[src/rtl/dac_port_pkg.sv]
// Shared constants and types for the quad converter serial command port
package dac_port_pkg;
    localparam int FRAME_BITS = 24;
    localparam int CMD_MSB = 23;
    localparam int CMD_LSB = 20;
    localparam int SEL_MSB = 19;
    localparam int SEL_LSB = 16;
    localparam int DATA_MSB = 15;
    localparam int CHANNELS = 4;
    localparam int CODE_W = 16;
    localparam int CNT_W = 5;
    localparam logic [CNT_W-1:0] CNT_FULL = 5'h18;
    // Select-high gap between frames
    localparam int GAP_NS = 20;
    localparam int CLK_NS = 4;
    localparam int GAP_CYC = (GAP_NS + CLK_NS - 1) / CLK_NS;
    // Link clock half period, in system clocks, for the host divider
    localparam int HALF_DIV = 16;

    typedef enum logic [3:0] {
        CMD_NOP = 4'h0,
        CMD_WRITE_INPUT = 4'h1,
        CMD_UPDATE_DAC = 4'h2,
        CMD_WRITE_UPDATE = 4'h3,
        CMD_POWER = 4'h4,
        CMD_LOAD_MASK = 4'h5,
        CMD_SOFT_RESET = 4'h6,
        CMD_CHAIN = 4'h8,
        CMD_READBACK = 4'h9,
        CMD_NOP_CHAIN = 4'hf
    } command_t;

    localparam logic [15:0] ZERO_CODE = 16'h0000;
    localparam logic [15:0] MID_CODE = 16'h8000;
    localparam logic [15:0] MID_CODE_12 = 16'h0800;
    localparam logic [7:0] POWER_RESET = 8'h00;
    localparam logic [3:0] MASK_RESET = 4'h0;
endpackage

[src/rtl/dac_link_if.sv]
// Serial link between host and converter
`timescale 1ns/100ps
`default_nettype none
interface dac_link_if;
    logic sync_n;
    logic sclk;
    logic serial_data_in;
    logic serial_data_out;
    logic load_outputs_n;
    modport device (
        input sync_n,
        input sclk,
        input serial_data_in,
        input load_outputs_n,
        output serial_data_out
    );
    modport host (
        output sync_n,
        output sclk,
        output serial_data_in,
        output load_outputs_n,
        input serial_data_out
    );
endinterface
`default_nettype wire

[src/rtl/sync2.sv]
// Two flip-flop synchroniser for a bus of levels
`timescale 1ns/100ps
`default_nettype none
module sync2 #(
    parameter int W = 1
) (
    // System
    input wire logic clock,
    input wire logic rst,
    // Data
    input wire logic [W-1:0] d,
    output logic [W-1:0] q
);
    logic [W-1:0] meta_r;
    always_ff @(posedge clock)
    begin
        if (rst)
        begin
            meta_r <= '1;
            q <= '1;
        end
        else
        begin
            meta_r <= d;
            q <= meta_r;
        end
    end
endmodule
`default_nettype wire

[src/rtl/dac_device.sv]
// Converter end: frame capture, command decode and channel registers
// Behaviour
// 24-bit frames, first bit is bit 23
// Command, channel select, then data word
// 12-bit variant ignores four trailing bits
// Data sampled on falling link clock edges
// Host frames writes with select low
// Command executes on select rising edge
// Short frame still executes as valid
// Host keeps select high 20 ns
// Nop and reserved codes do nothing
// Write input; transparent with load low
// Copy input to converter register
// Write both registers, ignore load pin
// Power, load mask, software reset
// Chain enable and readback select
// One-hot select, D C B A order
// Load low outside frame transfers all; channels set in the load mask hold
// Straight binary code per variant
// Reset gives known state
// Serial data output for chain, readback
// Reset level chosen by select pin
// Four independent channel register pairs
// Idle edges ignored, new frame clears
`timescale 1ns/100ps
`default_nettype none
module dac_device
    import dac_port_pkg::*;
#(
    parameter int RES = 16
) (
    // System
    input wire logic clock,
    input wire logic rst,
    // Link
    dac_link_if.device link,
    // Straps
    input wire logic reset_level_select,
    // Channel state
    output logic [CODE_W-1:0] dac_code [CHANNELS],
    output logic [7:0] power_bits,
    output logic chain_enable
);
    import dac_port_pkg::*;

    // Only the two converter widths are served
    if (RES != 16 && RES != 12)
    begin : bad_res
        $error("RES must be 16 or 12");
    end

    ////////////////////////////////////////////////////////////////////
    // Pin synchronisers
    logic [3:0] pins_s;
    sync2 #(.W(4)) u_sync (
        .clock(clock),
        .rst(rst),
        .d({link.sync_n, link.sclk, link.serial_data_in,
            link.load_outputs_n}),
        .q(pins_s)
    );
    wire sync_s = pins_s[3];
    wire sclk_s = pins_s[2];
    wire sdi_s = pins_s[1];
    wire load_s = pins_s[0];

    logic sync_d_r, sclk_d_r;
    always_ff @(posedge clock)
    begin
        if (rst)
        begin
            sync_d_r <= 1'b1;
            sclk_d_r <= 1'b1;
        end
        else
        begin
            sync_d_r <= sync_s;
            sclk_d_r <= sclk_s;
        end
    end
    wire frame_start = sync_d_r & ~sync_s;
    wire frame_end = ~sync_d_r & sync_s;
    wire sclk_fall = sclk_d_r & ~sclk_s & ~sync_s;
    wire sclk_rise = ~sclk_d_r & sclk_s & ~sync_s;

    ////////////////////////////////////////////////////////////////////
    // Shift register
    logic [FRAME_BITS-1:0] shift_r, shift_nxt;
    logic sdo_r;
    always_comb
    begin
        shift_nxt = shift_r;
        if (frame_start)
            shift_nxt = '0;
        else if (sclk_fall)
            shift_nxt = {shift_r[FRAME_BITS-2:0], sdi_s};
    end

    // Strap caught after reset release
    logic rsel_r, strap_done_r, soft_rst_r;
    logic strap_m_r, strap_s_r;
    wire [CODE_W-1:0] reset_code = rsel_r ?
        (RES == 16 ? MID_CODE : MID_CODE_12) : ZERO_CODE;

    ////////////////////////////////////////////////////////////////////
    // Decode
    wire [3:0] cmd = shift_r[CMD_MSB:CMD_LSB];
    wire [3:0] sel = shift_r[SEL_MSB:SEL_LSB];
    wire [CODE_W-1:0] word = (RES == 16) ? shift_r[DATA_MSB:0] :
        {4'h0, shift_r[DATA_MSB:DATA_MSB-11]};
    wire do_write = frame_end && cmd == CMD_WRITE_INPUT;
    wire do_update = frame_end && cmd == CMD_UPDATE_DAC;
    wire do_both = frame_end && cmd == CMD_WRITE_UPDATE;
    wire do_power = frame_end && cmd == CMD_POWER;
    wire do_mask = frame_end && cmd == CMD_LOAD_MASK;
    wire do_soft = frame_end && cmd == CMD_SOFT_RESET;
    wire do_chain = frame_end && cmd == CMD_CHAIN;
    wire do_rb = frame_end && cmd == CMD_READBACK; // others idle
    wire hw_load = ~load_s & sync_s;

    logic [CODE_W-1:0] in_r [CHANNELS];
    logic [CODE_W-1:0] dac_r [CHANNELS];
    logic [3:0] mask_r;
    logic [1:0] rb_sel_r;
    logic rb_pending_r;

    function automatic logic [1:0] pick(input logic [3:0] s);
        unique case (s)
            4'h2: pick = 2'd1;
            4'h4: pick = 2'd2;
            4'h8: pick = 2'd3;
            default: pick = 2'd0;
        endcase
    endfunction

    // Strap pin resynchronised; settles while reset is held
    always_ff @(posedge clock)
    begin
        strap_m_r <= reset_level_select;
        strap_s_r <= strap_m_r;
    end

    always_ff @(posedge clock)
    begin
        if (rst)
        begin
            rsel_r <= 1'b0;
            strap_done_r <= 1'b0;
            soft_rst_r <= 1'b1;
        end
        else
        begin
            strap_done_r <= 1'b1;
            if (!strap_done_r)
                rsel_r <= strap_s_r;
            soft_rst_r <= !strap_done_r || do_soft;
        end
    end

    ////////////////////////////////////////////////////////////////////
    // Channel registers
    genvar g;
    generate
        for (g = 0; g < CHANNELS; g++)
        begin : ch
            wire hit = sel[g];
            wire transp = ~load_s & ~mask_r[g];
            always_ff @(posedge clock)
            begin
                if (rst || soft_rst_r)
                begin
                    in_r[g] <= reset_code;
                    dac_r[g] <= reset_code;
                end
                else
                begin
                    if ((do_write || do_both) && hit)
                        in_r[g] <= word;
                    if (do_both && hit)
                        dac_r[g] <= word;
                    else if (do_write && hit && transp)
                        dac_r[g] <= word;
                    else if (do_update && hit)
                        dac_r[g] <= in_r[g];
                    else if (hw_load && !mask_r[g])
                        dac_r[g] <= in_r[g];
                end
            end
            assign dac_code[g] = dac_r[g];
        end
    endgenerate

    ////////////////////////////////////////////////////////////////////
    // Mode registers and serial output
    always_ff @(posedge clock)
    begin
        if (rst || soft_rst_r)
        begin
            power_bits <= POWER_RESET;
            mask_r <= MASK_RESET;
            chain_enable <= 1'b0;
            rb_sel_r <= 2'd0;
            rb_pending_r <= 1'b0;
            shift_r <= '0;
            sdo_r <= 1'b0;
        end
        else
        begin
            if (do_power)
                power_bits <= shift_r[7:0];
            if (do_mask)
                mask_r <= shift_r[3:0];
            if (do_chain)
                chain_enable <= shift_r[0];
            if (do_rb)
            begin
                rb_sel_r <= pick(sel);
                rb_pending_r <= 1'b1;
            end
            else if (frame_end)
                rb_pending_r <= 1'b0;
            // Readback image loaded at frame start
            if (frame_start && rb_pending_r)
                shift_r <= {4'h0, dac_r[rb_sel_r], 4'h0};
            else
                shift_r <= shift_nxt;
            // Output changes on rising edge, read on falling
            if (sclk_rise && (chain_enable || rb_pending_r))
                sdo_r <= shift_r[FRAME_BITS-1];
        end
    end
    assign link.serial_data_out = sdo_r;
endmodule
`default_nettype wire

[src/flat_wrapper.sv]
// flat-port wrapper written by rule: the top's interface ports become plain ports
module dac_device_flat import dac_port_pkg::*;
#(
    parameter int RES = 16
)
  (clock, rst, reset_level_select, dac_code, power_bits, chain_enable, link_sync_n, link_sclk, link_serial_data_in, link_load_outputs_n, link_serial_data_out);
  dac_link_if link_i ();
  input wire logic clock;
  input wire logic rst;
  input wire logic reset_level_select;
  output logic [CODE_W-1:0] dac_code[CHANNELS];
  output logic [7:0] power_bits;
  output logic chain_enable;
  input wire logic [$bits(link_i.sync_n)-1:0] link_sync_n;
  input wire logic [$bits(link_i.sclk)-1:0] link_sclk;
  input wire logic [$bits(link_i.serial_data_in)-1:0] link_serial_data_in;
  input wire logic [$bits(link_i.load_outputs_n)-1:0] link_load_outputs_n;
  output wire logic [$bits(link_i.serial_data_out)-1:0] link_serial_data_out;
  assign link_i.sync_n = link_sync_n;
  assign link_i.sclk = link_sclk;
  assign link_i.serial_data_in = link_serial_data_in;
  assign link_i.load_outputs_n = link_load_outputs_n;
  assign link_serial_data_out = link_i.serial_data_out;
  dac_device #(.RES(RES)) u_core (.clock(clock), .rst(rst), .link(link_i), .reset_level_select(reset_level_select), .dac_code(dac_code), .power_bits(power_bits), .chain_enable(chain_enable));
endmodule
[config.mk]
export PLATFORM = sky130hd
export DESIGN_NAME = dac_device_flat
export DESIGN_NICKNAME = d
export VERILOG_FILES = /design/src/rtl/dac_port_pkg.sv /design/src/rtl/dac_link_if.sv /design/src/rtl/sync2.sv /design/src/rtl/dac_device.sv /design/src/flat_wrapper.sv
export SDC_FILE = /design/constraint.sdc
export NUM_CORES = 1
export LEC_CHECK = 0
export ABC_CLOCK_PERIOD_IN_PS = 4300
export BUFFER_PORTS_ARGS = -buffer_cell sky130_fd_sc_hd__buf_2
export CORE_MARGIN = 5
export CORE_UTILIZATION = 50
export DETAILED_ROUTE_END_ITERATION = 8
export PLACE_DENSITY = 0.78
export SLEW_MARGIN = 20
export SYNTH_ARGS = -nofsm -noshare
export SYNTH_HDL_FRONTEND = slang
export SYNTH_SLANG_ARGS = --single-unit
[constraint.sdc]
create_clock -name clock -period 4.3 [get_ports clock]
set_input_delay 0.86 -clock clock [delete_from_list [all_inputs] [get_ports clock]]
set_output_delay 0.86 -clock clock [all_outputs]
set_load 0.02 [all_outputs]
==> results by group, run 1 <==
Final layout
  • Final instance area: about 9000 um^2
  • Layout Nets: between 600 and 700
  • Fraction of final layout cells sized beyond drive strength 1: 26.68%
  • Layout area overhead: 11.85%
  • N_diodes: 0

Yosys
  • Area leader, netlist: edfxtp_1
  • Yosys warns: 0
  • Mapped Cells: just over 600
  • Net Count, Synth: a little over 600
  • Top-count cell post-synth: edfxtp_1
  • Synth top area cells: edfxtp_1, dfxtp_1, a22o_1, and3_1, mux4_2
  • Synth cell types: 44
  • Ys async rst share: 0%
  • Synth Area per Inst: between 10 and 15 um^2
  • Area share of the leading cell type in the synthesized netlist: 47.96%
  • Synth top cells by count: edfxtp_1, and3_1, nand2_1
  • Synth Cell Area: about 8000 um^2
  • Primary FF master, synth: edfxtp_1
  • Seq cells post-synth: approximately 190
  • Part of the Yosys area used for sequential elements: ~62%
  • Post-synth EDFFs: around 130

Setup path
  • Crit path max-delay family: simple AND/OR/NAND/NOR gates
  • Crit path required time: between 4000 and 5000 ps
  • Crit. End Element: register
  • Worst setup SP type: register
  • CP max stage cell: nand2b_1
  • Critical path class: reg2reg
  • Crit path cell chain: nor4b_4 -> and3_1 -> nand2b_1
  • CP arrival: 2900 ps
  • CP max FO: 17
  • Worst path max stage delay: approximately 700 ps
  • Worst Path Buf+Inv: 0

Clocking
  • Clock latency on the worst-skew pair: 430 ps
  • H-tree depth: 4
  • Post-CTS sizing: 0
  • CTS clk-pin slew, worst paths: 60 ps
  • Setup bufs post-CTS: 0
  • Post-CTS Hold Buffers: 0
  • Sink Count: between 150 and 200
  • Root buf cell: clkbuf_16
  • CTS tree: yes
  • CTS Buffer Depth: 2
  • Number of CTS-inserted buffers: 17

Timing
  • Unrepaired setup endpoints after global routing: false
  • Slew headroom: between 30% and 40%
  • Setup violations, final: 0
  • Clk_skew: 7.464 ps
  • Final Hold Vio Count: 0
  • Final period util: about 66%
  • TNS Setup: 0 ps
  • Max-slew violations: 0
  • FMAX: 351.6 MHz
  • Least-Margin Pin Slew: approximately 1000 ps
  • Min Tclk post-route: around 2800 ps

Route
  • Total number of vias: 5,466
  • Iter 0 DRT Violations: around 700
  • Post-route ant nets: 0
  • Total wire length: 20.02 mm
  • Vias per inst: around 6.3
  • Detailed-router iteration count before antenna repair: 5
  • Wirelength per Cell: between 20 and 25 um
  • DRC violations left: 0

Outcome
  • Status: finished, final reports clean

Global route
  • Initial antenna violation count: 0
  • Largest net degree at the start of global routing: around 70
  • Met3 usage: 4.596%
  • Most used routing layer in global routing: met2
  • GRT Total Usage: between 20 and 25%
  • Total gr overflow: 0
  • Met1 track demand over resource: ~30%
  • First-pass GRT wire length: a little over 30 mm
  • Met2 track demand over resource: roughly a third
  • Number of global-route vias before repair: between 5,000 and 6,000

Power and ir drop
  • Sw Pwr: between 800 and 900 uW
  • Sequential share of power: about 55%
  • Internal power of the cells: 2861 uW
  • Switch share: a little over a fifth
  • Clk pwr share: 41.7%
  • P_leak: 0.003788 uW
  • Comb power frac: ~3.6%
  • VDD IR max: ~0.00029 V
  • Pwr dens: between 400 and 500 nW/um^2

Floorplan
  • Std-Cell Rows: 46
  • Initial Util: roughly 51%
  • Core area: 15,830 um^2
  • Die Span X: ~140 um
  • Die height: between 100 and 150 um
  • Ports: slightly above 80
  • Die ar.: around 19,000 um^2

Placed design
  • Placer congestion estimate: 0.8568
  • Buffers on Ports: 80
  • Post-DP HPWL: 13.37 mm
  • Placed Area: ~8400 um^2

Run
  • Number of max-cap violations: 0

Min path
  • Hold Path Class: reg2reg
[state kept, by name (all words and copies together) (netlist names), named ones only]
register                     flops
u_core.chain_enable              1
u_core.dac_r                    64
u_core.in_r                     64
u_core.link.serial_data_out      1
u_core.mask_r                    4
u_core.power_bits                8
u_core.rb_pending_r              1
u_core.rb_sel_r                  2
u_core.rsel_r                    1
u_core.sclk_d_r                  1
u_core.shift_r                  24
u_core.soft_rst_r                1
u_core.strap_done_r              1
u_core.strap_m_r                 1
u_core.strap_s_r                 1
u_core.sync_d_r                  1
u_core.u_sync.meta_r             4
u_core.u_sync.q                  4
[layout by cell type, fill, tap and decap left out, drive strengths merged, types with 19 or more instances in the layout]
cell type  synthesis  routed
a22o              45      45
edfxtp           128     128
clkbuf            47      20
and3              61      61
nor2              22      22
a311oi            19      19
a21oi             30      30
dfxtp             58      58
nand2             60      60
buf               27      84
[layer usage]
metal | routed length (um) | vias to the layer above
li1 | - | 2402
met1 | 8076 | 2728
met2 | 9577 | 290
met3 | 1782 | 46
met4 | 584 | 0
met5 | 0 | -
[cell families after synthesis]
family / count (synthesis) / synth area share [%]
XOR/XNOR: 2 / 0.2186
AO/OA/AOI/OAI: 130 / 13.61
buffers and inverters: 77 / 4.277
AND/OR/NAND/NOR: 180 / 11.99
multiplexers: 39 / 7.462
flip-flops: 186 / 62.44
[cell type report]
class | count | area (um^2)
clock buffers | 20 | 450.4
clock inverters | 12 | 126.4
fillers | 1254 | 6863
inverters | 3 | 11.26
multi-input cells | 351 | 2670
flip-flops and latches | 186 | 5006
well taps | 216 | 270.3
repair buffers | 84 | 430.4
[metrics by stage]
| stage | setup WS (ps) | std cells | utilization (%) | hold WS, ps | total power (uW) |
|---|---|---|---|---|---|
| after CTS | 1460 | 872 | 56.62 | 330.4 | 3673 |
| final | 1456 | 872 | 56.64 | 328.5 | 3666 |
| after global placement | 1203 | 840 | 52.97 | 311.7 | 2167 |
| after detailed placement | 1187 | 840 | 52.97 | 314.6 | 2173 |
| after floorplan | 1911 | 614 | - | 309.6 | 2112 |
| after global routing | 1228 | 872 | 56.64 | 347.5 | 3753 |
[final timing paths]
path | from | end | slack [ps] | cells after the start
setup / recovery | u_core.u_sync.q[3] | u_core.in_r[2][13] | 1460 | 3
hold / removal | u_core.strap_m_r | u_core.strap_s_r | 330 | 0
setup reg to reg | u_core.u_sync.q[3] | u_core.in_r[2][13] | 1460 | 3
hold reg to reg | u_core.strap_m_r | u_core.strap_s_r | 330 | 0
[power by group through the flow]
stage / clock network (uW) / registers [uW] / logic (uW)
after global placement: 0 / 2040 / 130
final: 1530 / 2000 / 134
after floorplan: 0 / 2050 / 65.8
after CTS: 1540 / 2000 / 134
after detailed placement: 0 / 2040 / 134
after global routing: 1610 / 2010 / 143
Note: power is estimated with default switching activity, not from simulation.
==> run 2, diff against run 1 <==
ABC_CLOCK_PERIOD_IN_PS = 2500   (was 4300)
PLACE_DENSITY = 0.81   (was 0.78)
clock period = 2.5 ns   (was 4.3 ns; I/O delays follow)
==> results by group, run 2 (synthesis gave the netlist of run 1 again) <==
Timing
  • Final period util: 87.07%
  • Setup violations, final: 0
  • Max-slew violations: 0
  • Least-Margin Pin Slew: 805.8 ps
  • Hold WS: 182.6 ps
  • FMAX: ~460 MHz
  • Slew headroom: between 40% and 50%
  • Clk_skew: 9.491 ps
  • Unrepaired setup endpoints after global routing: false
  • Final Hold Vio Count: 0
  • Min Tclk post-route: 2177 ps
  • TNS Setup: 0 ps

Clocking
  • Post-CTS sizing: 0
  • Post-CTS Hold Buffers: 0
  • H-tree depth: 4
  • Number of CTS-inserted buffers: 17
  • Setup bufs post-CTS: 0
  • Clock latency on the worst-skew pair: approximately 430 ps
  • Sink Count: 186
  • CTS tree: yes
  • Root buf cell: clkbuf_16
  • CTS Buffer Depth: 2
  • CTS clk-pin slew, worst paths: around 70 ps

Final layout
  • N_diodes: 0
  • Top Registers: u_core.dac_r: 64 flops, u_core.in_r: 64 flops, u_core.shift_r: 24 flops
  • Commonest non-fill, non-tap cells in the layout: edfxtp_1, buf_2, and3_1
  • Fraction of final layout cells sized beyond drive strength 1: approximately 29%
  • Layout area overhead: 13.88%
  • Final instance area: 9128 um^2
  • Layout Nets: approximately 680
  • Commonest non-fill, non-tap cell in the layout: edfxtp_1
  • Final core utilization: 57.67%

Global route
  • Number of global-route vias before repair: roughly 5,500
  • First-pass GRT wire length: about 32 mm
  • GRT Total Usage: 22.69%
  • Largest net degree at the start of global routing: 37
  • Initial antenna violation count: 0
  • Total gr overflow: 0

Placed design
  • Post-DP HPWL: around 14 mm
  • Placer congestion estimate: between 0.9 and 1
  • Buffers on Ports: 80
  • Placed Area: approximately 8600 um^2

Setup path
  • Reg-to-Reg End: u_core.dac_r[1][11]
  • Crit. End Element: register
  • Critical R2R Launch: u_core.u_sync.q[3]
  • CP max FO: 16
  • Register-to-Register Setup Slack: approximately 320 ps
  • CP arrival: around 2200 ps
  • Worst setup SP type: register
  • Worst r2r path cells: 5
  • Critical path class: reg2reg
  • Crit path required time: approximately 2600 ps

Route
  • DRC violations left: 0
  • Total number of vias: 5,579
  • Total wire length: between 20 and 25 mm
  • Vias per inst: about 6.2
  • Detailed-router iteration count before antenna repair: 5
  • Post-route ant nets: 0
  • Wirelength per Cell: roughly 23 um
  • Iter 0 DRT Violations: ~720

Power and ir drop
  • Pwr dens: between 600 and 700 nW/um^2
  • VDD IR max: around 0.00051 V
  • P_leak: about 0.004 uW
  • Total chip power: a little over 6000 uW

Floorplan
  • Initial Util: about 51%
  • Die Span X: 136.6 um
  • Ports: between 80 and 90
  • Die ar.: between 15,000 and 20,000 um^2
  • Die height: between 100 and 150 um
  • Std-Cell Rows: 46
  • Core area: 15,830 um^2

Min path
  • Hold path depth: 1
  • Hold path endpoint: u_core.strap_m_r
  • HP Start: reset_level_select
  • Hold Path Class: in2reg

Outcome
  • Status: finished, final reports clean

Run
  • Number of max-cap violations: 0
==> run 2: changes by cell type in the layout (fill, tap and decap cells not counted), sizes merged <==
cell / change
inv: -5
clkinv: +5
buf: +25
bufinv: -1
clkinvlp: +2
clkbuf: -1
==> run 2: layout make-up <==
| class | instances | area, um^2 |
|---|---|---|
| inverter | 3 | 11.26 |
| clock buffer | 19 | 432.9 |
| multi-input combinational | 351 | 2668 |
| tap | 216 | 270.3 |
| fill | 1242 | 6700 |
| timing repair buffer | 109 | 618.1 |
| sequential | 186 | 5005 |
| clock inverter | 13 | 122.6 |
==> run 2: layer usage <==
metal	up-vias	routed length (um)	GRT usage (%)
met5	-	0	0.8333
met4	0	638	8.231
met3	60	2096	6.176
met2	326	9934	36.31
met1	2747	7936	29.78
li1	2446	-	-
==> run 2: worst max-delay path: stages, from the launching register on <==
cell and delay [ps]:
dfxtp_1 500, nor4b_4 280, buf_4 210, nand2_1 110, nand2_1 80, a211o_1 620
==> run 2: stage by stage <==
stage	instances	setup WS, ps
after CTS	897	384.8
after global placement	865	354.9
final	897	323.3
after detailed placement	865	310.0
after global routing	897	219.6
after floorplan	614	339.7
==> run 2: worst max-delay path by stage <==
stage                             startpoint                   to  slack (ps)
final                     u_core.u_sync.q[3]  u_core.dac_r[1][11]         320
after global routing      u_core.u_sync.q[3]  u_core.dac_r[0][14]         220
after CTS                 u_core.u_sync.q[3]  u_core.dac_r[1][11]         380
after detailed placement                 rst  u_core.dac_r[1][13]         310
after global placement                   rst  u_core.dac_r[0][15]         350
after floorplan           u_core.shift_r[22]    u_core.in_r[2][0]         340
==> run 2: power breakdown <==
part           internal (uW)  leakage [uW]  total, uW  switching [uW]
clock network           1380      0.000266       2540            1160
registers               3370       0.00197       3440            71.3
logic                   82.3       0.00165        244             162
